`src/shared/dis_defines.svh`:
```
// Register offsets, field layouts and reset values of the split configuration bank
`ifndef DIS_DEFINES_SVH
`define DIS_DEFINES_SVH

`define DIS_ADDR_W              8
`define DIS_OFF_LINE_LOW        8'h32
`define DIS_OFF_LINE_HIGH       8'h33
`define DIS_OFF_LAG_LOW         8'h34
`define DIS_OFF_LAG_HIGH        8'h35
`define DIS_OFF_PORT_SEL        8'h3f
`define DIS_HIGH_FIELD_W        5
`define DIS_LINE_LOW_RESET      8'h00
`define DIS_LINE_HIGH_RESET     5'h05
`define DIS_LAG_LOW_RESET       8'h0c
`define DIS_RDATA_IDLE          8'h00
`define DIS_LAG_HIGH_RESET      5'h00
`define DIS_MAX_PIXELS          13'h1000

`endif

```
`src/shared/dis_pkg.sv`:
```
// Types shared by the split configuration bank
package dis_pkg;

    // Register bus request
    typedef struct packed {
        logic [7:0] addr;
        logic [7:0] wdata;
        logic       wr;
        logic       rd;
    } dis_req_s;

    // Per-port delay value
    typedef logic [12:0] dis_pix_t;

    // Output link ports
    typedef enum logic {
        DIS_PORT0,
        DIS_PORT1
    } dis_port_e;

endpackage

```
`src/verilog/dis_split_config.sv`:
```
// Line width and per-port buffering lag registers of the video splitter
//
// Notes on behaviour
// - Line width is 13 bits over two registers.
// - Line width resets to 1280 pixels.
// - Split 3D: width is half combined line.
// - Dual-input mode uses same width value.
// - Incoming pixels buffered for programmed lag.
// - Lag writes go to selected port only.
// - Lag resets to 12 pixels.
// - Lag upper five bits in next register.
`timescale 1ns/10ps
`include "dis_defines.svh"

module dis_split_config
    import dis_pkg::*;
#(
    // Largest line width or lag the splitter supports
    parameter dis_pix_t LIMIT_PIXELS = `DIS_MAX_PIXELS
)
(
    // Clock and reset
    input  wire logic          i_core_clk,
    input  wire logic          i_rst,
    // Register port
    input  wire dis_req_s      i_req,
    output logic [7:0]         o_rdata,
    // Splitter configuration
    output dis_pix_t           o_line_width,
    output logic [13:0]        o_combined_width,
    output dis_pix_t           o_lag_port0,
    output dis_pix_t           o_lag_port1,
    output logic               o_port_sel,
    output logic               o_line_over_limit,
    output logic               o_lag_over_limit
);

    // Register state
    logic [7:0]  split_line_width_low;
    logic [4:0]  split_line_width_high;
    logic [7:0]  split_buffer_lag_low;
    logic [7:0]  split_buffer_lag_low_port1;
    logic [4:0]  split_buffer_lag_high;
    logic [4:0]  split_buffer_lag_high_port1;
    dis_port_e   port_sel;
    logic [7:0]  rdata;

    logic [7:0]  next_line_low;
    logic [4:0]  next_line_high;
    logic [7:0]  next_lag_low0;
    logic [7:0]  next_lag_low1;
    logic [4:0]  next_lag_high0;
    logic [4:0]  next_lag_high1;
    dis_port_e   next_port_sel;
    logic [7:0]  next_rdata;

    // One-hot write decodes
    logic        wr_line_low;
    logic        wr_line_high;
    logic        wr_lag_low;
    logic        wr_lag_high;
    logic        wr_port_sel;
    // Lag bytes of the port software currently sees
    logic [7:0]  seen_lag_low;
    logic [4:0]  seen_lag_high;

    function automatic logic hit(input dis_req_s r, input logic [7:0] off);
        hit = r.wr && (r.addr == off);
    endfunction

    function automatic dis_pix_t join_pix(input logic [4:0] hi, input logic [7:0] lo);
        join_pix = {hi, lo};
    endfunction

    // Upper-byte registers keep only their low field
    function automatic logic [4:0] high_field(input logic [7:0] b);
        high_field = b[`DIS_HIGH_FIELD_W-1:0];
    endfunction

    assign wr_line_low  = hit(i_req, `DIS_OFF_LINE_LOW);
    assign wr_line_high = hit(i_req, `DIS_OFF_LINE_HIGH);
    assign wr_lag_low   = hit(i_req, `DIS_OFF_LAG_LOW);
    assign wr_lag_high  = hit(i_req, `DIS_OFF_LAG_HIGH);
    assign wr_port_sel  = hit(i_req, `DIS_OFF_PORT_SEL);

    // reads follow the selected port too
    assign seen_lag_low  = (port_sel == DIS_PORT1) ? split_buffer_lag_low_port1
                                                   : split_buffer_lag_low;
    assign seen_lag_high = (port_sel == DIS_PORT1) ? split_buffer_lag_high_port1
                                                   : split_buffer_lag_high;

    // line width split over two bytes
    always_comb
    begin
        next_line_low  = split_line_width_low;
        next_line_high = split_line_width_high;
        if (wr_line_low)
            next_line_low = i_req.wdata;
        if (wr_line_high)
            next_line_high = high_field(i_req.wdata);
    end

    always_ff @(posedge i_core_clk or posedge i_rst)
    begin
        if (i_rst)
        begin
            split_line_width_low  <= `DIS_LINE_LOW_RESET;
            split_line_width_high <= `DIS_LINE_HIGH_RESET;
        end
        else
        begin
            split_line_width_low  <= next_line_low;
            split_line_width_high <= next_line_high;
        end
    end

    // Port select only steers register access, not video
    always_comb
    begin
        next_port_sel = port_sel;
        if (wr_port_sel)
            next_port_sel = dis_port_e'(i_req.wdata[0]);
    end

    always_ff @(posedge i_core_clk or posedge i_rst)
    begin
        if (i_rst)
            port_sel <= DIS_PORT0;
        else
            port_sel <= next_port_sel;
    end

    // lag writes steered by port select
    always_comb
    begin
        next_lag_low0  = split_buffer_lag_low;
        next_lag_low1  = split_buffer_lag_low_port1;
        next_lag_high0 = split_buffer_lag_high;
        next_lag_high1 = split_buffer_lag_high_port1;
        if (wr_lag_low)
        begin
            if (port_sel == DIS_PORT1)
                next_lag_low1 = i_req.wdata;
            else
                next_lag_low0 = i_req.wdata;
        end
        // lag upper bits in next register
        if (wr_lag_high)
        begin
            if (port_sel == DIS_PORT1)
                next_lag_high1 = high_field(i_req.wdata);
            else
                next_lag_high0 = high_field(i_req.wdata);
        end
    end

    // Bytes land separately, so a half-written lag is briefly visible
    always_ff @(posedge i_core_clk or posedge i_rst)
    begin
        if (i_rst)
        begin
            split_buffer_lag_low        <= `DIS_LAG_LOW_RESET;
            split_buffer_lag_low_port1  <= `DIS_LAG_LOW_RESET;
            split_buffer_lag_high       <= `DIS_LAG_HIGH_RESET;
            split_buffer_lag_high_port1 <= `DIS_LAG_HIGH_RESET;
        end
        else
        begin
            split_buffer_lag_low        <= next_lag_low0;
            split_buffer_lag_low_port1  <= next_lag_low1;
            split_buffer_lag_high       <= next_lag_high0;
            split_buffer_lag_high_port1 <= next_lag_high1;
        end
    end

    // reserved and unmapped reads return zero
    always_comb
    begin
        next_rdata = `DIS_RDATA_IDLE;
        if (i_req.rd)
        begin
            case (i_req.addr)
                `DIS_OFF_LINE_LOW:  next_rdata = split_line_width_low;
                `DIS_OFF_LINE_HIGH: next_rdata = {3'h0, split_line_width_high};
                `DIS_OFF_LAG_LOW:   next_rdata = seen_lag_low;
                `DIS_OFF_LAG_HIGH:  next_rdata = {3'h0, seen_lag_high};
                `DIS_OFF_PORT_SEL:  next_rdata = {7'h00, port_sel};
                default:            next_rdata = `DIS_RDATA_IDLE;
            endcase
        end
    end

    // Read data stands one cycle, then drops to zero
    always_ff @(posedge i_core_clk or posedge i_rst)
    begin
        if (i_rst)
            rdata <= `DIS_RDATA_IDLE;
        else
            rdata <= next_rdata;
    end

    assign o_rdata    = rdata;
    assign o_port_sel = port_sel;
    // one width serves 2D and dual-input
    assign o_line_width = join_pix(split_line_width_high, split_line_width_low);
    // combined 3D line twice the 2D width
    // One extra bit so the 4096 limit doubles without wrapping
    assign o_combined_width = {o_line_width, 1'b0};
    // lag in pixels feeds splitter buffer
    assign o_lag_port0 = join_pix(split_buffer_lag_high, split_buffer_lag_low);
    assign o_lag_port1 = join_pix(split_buffer_lag_high_port1, split_buffer_lag_low_port1);
    // flag width above the supported limit
    assign o_line_over_limit = o_line_width > LIMIT_PIXELS;
    // flag lag above the limit; values kept, not clamped
    assign o_lag_over_limit = (o_lag_port0 > LIMIT_PIXELS)
                            || (o_lag_port1 > LIMIT_PIXELS);

endmodule // dis_split_config

```
`config.mk`:
```
export PLATFORM = sky130hd
export DESIGN_NAME = dis_split_config
export DESIGN_NICKNAME = d
export VERILOG_FILES = /design/src/shared/dis_pkg.sv /design/src/verilog/dis_split_config.sv
export VERILOG_INCLUDE_DIRS = /design/src /design/src/shared
export SDC_FILE = /design/constraint.sdc
export NUM_CORES = 1
export LEC_CHECK = 0
export ABC_AREA = 1
export ABC_CLOCK_PERIOD_IN_PS = 1500
export BUFFER_PORTS_ARGS = -buffer_cell sky130_fd_sc_hd__buf_2
export CELL_PAD_IN_SITES_DETAIL_PLACEMENT = 0
export CELL_PAD_IN_SITES_GLOBAL_PLACEMENT = 1
export CORE_ASPECT_RATIO = 0.7
export CORE_UTILIZATION = 38
export CTS_BUF_LIST = sky130_fd_sc_hd__clkbuf_2 sky130_fd_sc_hd__clkbuf_4 sky130_fd_sc_hd__clkbuf_8
export DETAILED_ROUTE_END_ITERATION = 10
export MAX_ROUTING_LAYER = met4
export PLACE_DENSITY = 0.8
export SLEW_MARGIN = 10
export SYNTH_ARGS = -nofsm -noshare
export SYNTH_HDL_FRONTEND = slang
export SYNTH_SLANG_ARGS = --single-unit
```
`constraint.sdc`:
```
create_clock -name i_core_clk -period 1.5 [get_ports i_core_clk]
set_input_delay 0 -clock i_core_clk [delete_from_list [all_inputs] [get_ports i_core_clk]]
set_output_delay 0 -clock i_core_clk [all_outputs]
set_load 0.02 [all_outputs]
```
**Yosys cells after proc, flatten, opt, wreduce, memory -nomap -nowiden**

Cells that the tools add are included.

- Flip-flop bits (word level): 48
- Input bits: 20
- Output and inout port bits: 64
- Logic and storage cells: 31

- $lt $le $gt $ge: 3
- Equality and inequality tests: 5
- Multiplexer cells: 4
- Bitwise operators: 1
- Reduce and logical (&&, ||, !) cells: 10

Operators by type and width:

| operator | number |
|---|---|
| equality test 8 x 6 -> 1 bit (second input constant) | 5 |
| one-hot mux 8 bit (5 select lines) | 1 |
| > comparator 13 bit (second input constant) | 3 |
| 2-to-1 mux 8 bit | 2 |
| AND reduction 2 bit | 4 |
| logical AND 1 bit | 5 |
| 2-to-1 mux 5 bit | 1 |
| logical OR 1 bit | 1 |
| inverter 1 bit | 1 |

**Longest topological paths before layout**

- Depth after elaboration: 3
- Gate-level depth with buffers: 9
- Depth with buffers taken out: 8

**Least setup slack after synthesis**

No wires, ideal clock.

- Path type: reg-to-reg
- Start: reg port_sel (netlist: o_port_sel)
- End: reg rdata[7] (netlist: o_rdata[7])
- Library setup time: 0.071 ns
- Arrival time: 1.240 ns
- Required time: 1.429 ns
- Path slack: 0.189 ns
- Cell stages (with the launch flop): 10
- Buffers on the path: 2
- Period minus slack after synthesis: 1.311 ns
- Cell sequence: dfrtp_1 > buf_4 > inv_2 > buf_6 > nand2_1 > nand2_1 > nand3_1 > o21ai_0 > inv_1 > nor2_1

- Longest elaborated chain between the ends: 3

RTL lines:

| element | RTL line | text |
|---|---|---|
| start, declared | dis_split_config.sv:45 | `dis_port_e port_sel;` |
| start signal, assigned | dis_split_config.sv:130 | `port_sel <= next_port_sel;` |
| 2-to-1 mux 8 bit | dis_split_config.sv:87 | `assign seen_lag_low = (port_sel == DIS_PORT1) ? split_buffer_lag_low_port1` |
| one-hot mux 8 bit (5 select lines) | dis_split_config.sv:182 | `case (i_req.addr)` |
| 2-to-1 mux 8 bit | dis_split_config.sv:180 | `if (i_req.rd)` |
| via next_rdata[7] | dis_split_config.sv:55 | `logic [7:0] next_rdata;` |
| end signal, assigned | dis_split_config.sv:197 | `` rdata <= `DIS_RDATA_IDLE; `` |
| end signal, assigned | dis_split_config.sv:199 | `rdata <= next_rdata;` |
| end, declared | dis_split_config.sv:46 | `logic [7:0] rdata;` |

The timed path passes the listed nets, and every way through them passes these cells.
A chain may end at the register's enable or synchronous reset.

**Final worst setup path**

- Start: reg split_buffer_lag_low[7]
- End: out o_lag_over_limit

- Longest elaborated chain between the ends: 2

RTL lines:

| element | RTL line | text |
|---|---|---|
| start, declared | dis_split_config.sv:41 | `logic [7:0] split_buffer_lag_low;` |
| start signal, assigned | dis_split_config.sv:162 | `` split_buffer_lag_low <= `DIS_LAG_LOW_RESET; `` |
| start signal, assigned | dis_split_config.sv:169 | `split_buffer_lag_low <= next_lag_low0;` |
| > comparator 13 bit | dis_split_config.sv:215 | `assign o_lag_over_limit = (o_lag_port0 > LIMIT_PIXELS)` |
| logical OR 1 bit | dis_split_config.sv:216 | `\|\| (o_lag_port1 > LIMIT_PIXELS);` |
| end, declared | dis_split_config.sv:35 | `output logic o_lag_over_limit` |

No other way between the ends.

==> Implementation_results.wiki <==
{| class="wikitable"
! Metric !! Value
|-
| Number of nets still failing antenna checks after routing || 0
|-
| Violated checks || hold timing
|-
| Maximum clock skew at final layout || 0.00684 ns
|-
| CTS tree || done
|-
| Number of buffers added by the clock tree synthesis step || 5
|-
| Pin count of the biggest net entering global routing || 32
|-
| Vias per cell || 4.90
|-
| Nets || 427
|-
| Hold-critical path depth || 3
|-
| Core footprint || 0.00676 mm2
|-
| Overall die width || 102 um
|-
| Post-synth design cell area || 0.00267 mm2
|-
| Post-synthesis cell type count || 30
|-
| Top cell by count, worst path || sky130_fd_sc_hd__nand2_1
|-
| Shortest clock period the worst path allows after layout || 1.44 ns
|-
| Synthesis warning total || 0
|-
| Final slew viol count || 0
|-
| Crit-path max FO || 3
|-
| Achievable clock frequency || 0.696 GHz
|-
| Cell at the root of the clock tree || sky130_fd_sc_hd__clkbuf_8
|-
| FP Rows || 25
|-
| Clock Power Share || 38.0%
|-
| Pre-CTS setup slack || 0.257 ns
|-
| Chip Height || 72.1 um
|-
| Via total after detailed routing || 2459
|-
| Net load switching power || 831 uW
|-
| Number of design-rule violations left by the first detailed-router iteration || 178
|-
| Kind of end point of the critical path || primary output
|-
| Launching element type of the critical path || register
|-
| Skew-Pair Late Insertion Delay || 0.30 ns
|-
| I/O Pins || 84
|-
| Port Buf Inserts || 82
|-
| Final global-route overflow total || 0
|-
| Total DRC errors in the routed layout || 0
|-
| Arrival time at the worst endpoint || 1.44 ns
|-
| Seq cells post-synth || 48
|-
| Total global-route track usage || 23.0%
|-
| Sequential share of power || 46.6%
|-
| Required time of the critical path || 1.50 ns
|-
| Layout cell share with drive strength beyond 1 || 37.7%
|-
| Reg2Reg Depth || 7
|-
| Power Internal || 2.17 mW
|-
| Share of synthesized area occupied by flip-flops and latches || 45.3%
|-
| Total wire length || 7560 um
|-
| Setup slack of the most critical reg-to-reg path || 0.22 ns
|-
| Leakage component of the power || 1.78 nW
|-
| Via count of the first global-routing pass || 2278
|-
| Kind of critical path || reg2out
|-
| Instance count of the mapped netlist || 323
|-
| CTS clk-pin slew, worst paths || 0.10 ns
|-
| Initial antenna violation count || 0
|-
| Deepest level of the CTS H-tree || 2
|-
| Gate power share || 15.3%
|-
| Wire length per cell after detailed routing || 15.1 um
|-
| Total of endpoints with negative setup slack in the final report || 0
|-
| Slowest Stage Delay on Critical Path || 0.46 ns
|-
| Maximum capacitance violations || 0
|-
| Mapped Nets || 343
|-
| Number of optimization iterations in the first detailed-route pass || 4
|-
| Sequential Area || 0.00121 mm2
|-
| Met3 wire length || 481 um
|-
| Post-route setup TNS || 0 ns
|-
| Worst-path cell chain || nor4_4, nand3_1, nand2_1, nand2_1, buf_2
|-
| Met2 WL post-DR || 3230 um
|-
| Area growth syn-to-layout || 25.6%
|-
| Area of the multi-input gates || 0.00121 mm2
|-
| Total die area || 0.00737 mm2
|-
| Layout filler cell count || 712
|-
| Length of routed wiring on met1 || 3800 um
|-
| Clock tree sinks || 48
|-
| Hold Slack || -0.00220 ns
|-
| Gp weighted congestion || 0.886
|-
| IR Drop Worst-Case VDD || 0.371 mV
|-
| Worst-case setup margin in the final layout || 0.0634 ns
|-
| Power Dens Cells || 896 mW/mm2
|-
| Half-perimeter wire length of the detailed placement result || 5770 um
|-
| Status || complete, but fails checks
|-
| Sw Ratio || 27.7%
|-
| Final worst-path cycle share || 95.8%
|-
| Deepest clock path buffer count || 2
|-
| ANT cells || 0
|-
| Worst hold path class || in2reg
|-
| Final hold viol count || 1
|-
| Starting density of the core || 39.5%
|-
| Synthesized area per cell || 8.26 um2
|-
| Uppermost layer routed || met4
|-
| Global-route wire length before repair || 12300 um
|-
| Slowest stage cell on the critical path || sky130_fd_sc_hd__dfrtp_2
|}
## final timing paths
| path | start | endpoint |
|---|---|---|
| setup / recovery | split_buffer_lag_low[7] | o_lag_over_limit |
| min in group asynchronous | i_rst | split_buffer_lag_low_port1[6] |
| hold reg to reg | split_buffer_lag_low_port1[2] | split_buffer_lag_low_port1[2] |
| max in group asynchronous | i_rst | split_line_width_high[0] |
| setup reg to reg | o_port_sel | o_rdata[1] |
| hold / removal | i_req[8] | split_buffer_lag_low_port1[6] |
## synthesized netlist by cell type
library cell	number	area, um2
sky130_fd_sc_hd__nor2_1	31	116
sky130_fd_sc_hd__dfstp_2	6	158
sky130_fd_sc_hd__clkbuf_8	1	13.8
sky130_fd_sc_hd__inv_2	3	11.3
sky130_fd_sc_hd__buf_4	15	113
sky130_fd_sc_hd__nand4_1	1	6.26
sky130_fd_sc_hd__nand3_4	2	35.0
sky130_fd_sc_hd__o21ai_2	20	175
sky130_fd_sc_hd__nor4_1	6	37.5
sky130_fd_sc_hd__a21oi_1	3	15.0
sky130_fd_sc_hd__buf_2	2	10.0
sky130_fd_sc_hd__nand2_4	1	11.3
sky130_fd_sc_hd__a21boi_0	1	7.51
sky130_fd_sc_hd__nor2_8	1	20.0
sky130_fd_sc_hd__nor3_4	1	16.3
sky130_fd_sc_hd__nor3_1	1	5.00
sky130_fd_sc_hd__dfrtp_1	42	1050
sky130_fd_sc_hd__conb_1	1	3.75
sky130_fd_sc_hd__nand3_1	28	140
sky130_fd_sc_hd__nand2_1	91	342
sky130_fd_sc_hd__o21bai_1	1	7.51
sky130_fd_sc_hd__nand2_2	9	56.3
sky130_fd_sc_hd__inv_1	25	93.8
sky130_fd_sc_hd__o21a_1	2	15.0
sky130_fd_sc_hd__nor2_2	1	6.26
sky130_fd_sc_hd__buf_12	1	20.0
sky130_fd_sc_hd__buf_6	3	33.8
sky130_fd_sc_hd__nor2_4	3	33.8
sky130_fd_sc_hd__o21ai_0	19	95.1
sky130_fd_sc_hd__nand3_2	2	20.0
## routing by layer
layer	vias up	GRT usage [%]
met5	-	-
met4	0	3.17
met3	6	4.24
met2	81	33.3
met1	1182	34.3
li1	1190	-
## cell families after synthesis
logic type             share of synthesized area, %
other                                         0.141
AO/OA/AOI/OAI                                  11.8
AND/OR/NAND/NOR                                31.7
flip-flops                                     45.3
buffers and inverters                          11.1
## area by class of cell
cell class / instances / share of cell area (%)
clock buffers: 5 / 2.05
clock inverters: 3 / 2.05
inverters: 28 / 3.14
multi-input cells: 225 / 36.0
flip-flops and latches: 48 / 36.1
well taps: 94 / 3.51
repair buffers: 99 / 17.1
## critical path: cells and delay by family, from the launching register on
family | cells | cell delay (ns)
buffers and inverters | 1 | 0.15
DFF | 1 | 0.46
and+or+nand+nor | 4 | 0.52
## sequential cells by signal (all words and copies together) (netlist names)
name                         cells
split_buffer_lag_high            5
o_rdata                          8
split_buffer_lag_low_port1       8
split_buffer_lag_low             8
split_line_width_high            5
split_line_width_low             8
o_port_sel                       1
split_buffer_lag_high_port1      5
## stage by stage
stage / instance area, um2 / utilization (%) / power, mW / std cells
after floorplan: 2670 / - / 1.72 / 323
after global placement: 3060 / 45.2 / 1.86 / 482
after detailed placement: 3060 / 45.2 / 1.86 / 482
after CTS: 3290 / 48.7 / 3.01 / 499
after global routing: 3350 / 49.6 / 3.12 / 502
final: 3350 / 49.6 / 3.00 / 502
## cell usage in the layout, fill, tap and decap left out, drive strengths merged
cell type,instances
inv,29
dfrtp,42
nor4,6
o21bai,1
dfstp,6
o21a,2
a21boi,1
o21ai,39
bufinv,2
buf,90
nand2,101
dlygate4sd3,9
conb,1
a21oi,3
nand3,32
nor2,36
nand4,1
nor3,2
clkbuf,5
## power groups by stage
stage	combinational (mW)	sequential [mW]	clock, mW
after floorplan	0.261	1.46	0
after global placement	0.435	1.42	0
after detailed placement	0.439	1.42	0
after CTS	0.459	1.40	1.15
after global routing	0.510	1.41	1.20
final	0.460	1.40	1.14
## repair_timing
action	in CTS	in global routing
endpoints found under the setup margin	1	1
gates resized for setup	1	7
hold buffers	9	0
cloned	0	0
buffers inserted	0	3
endpoints found under the hold margin	27	0
pin swaps	0	1
No activity file was read; power rests on OpenSTA's default activity.
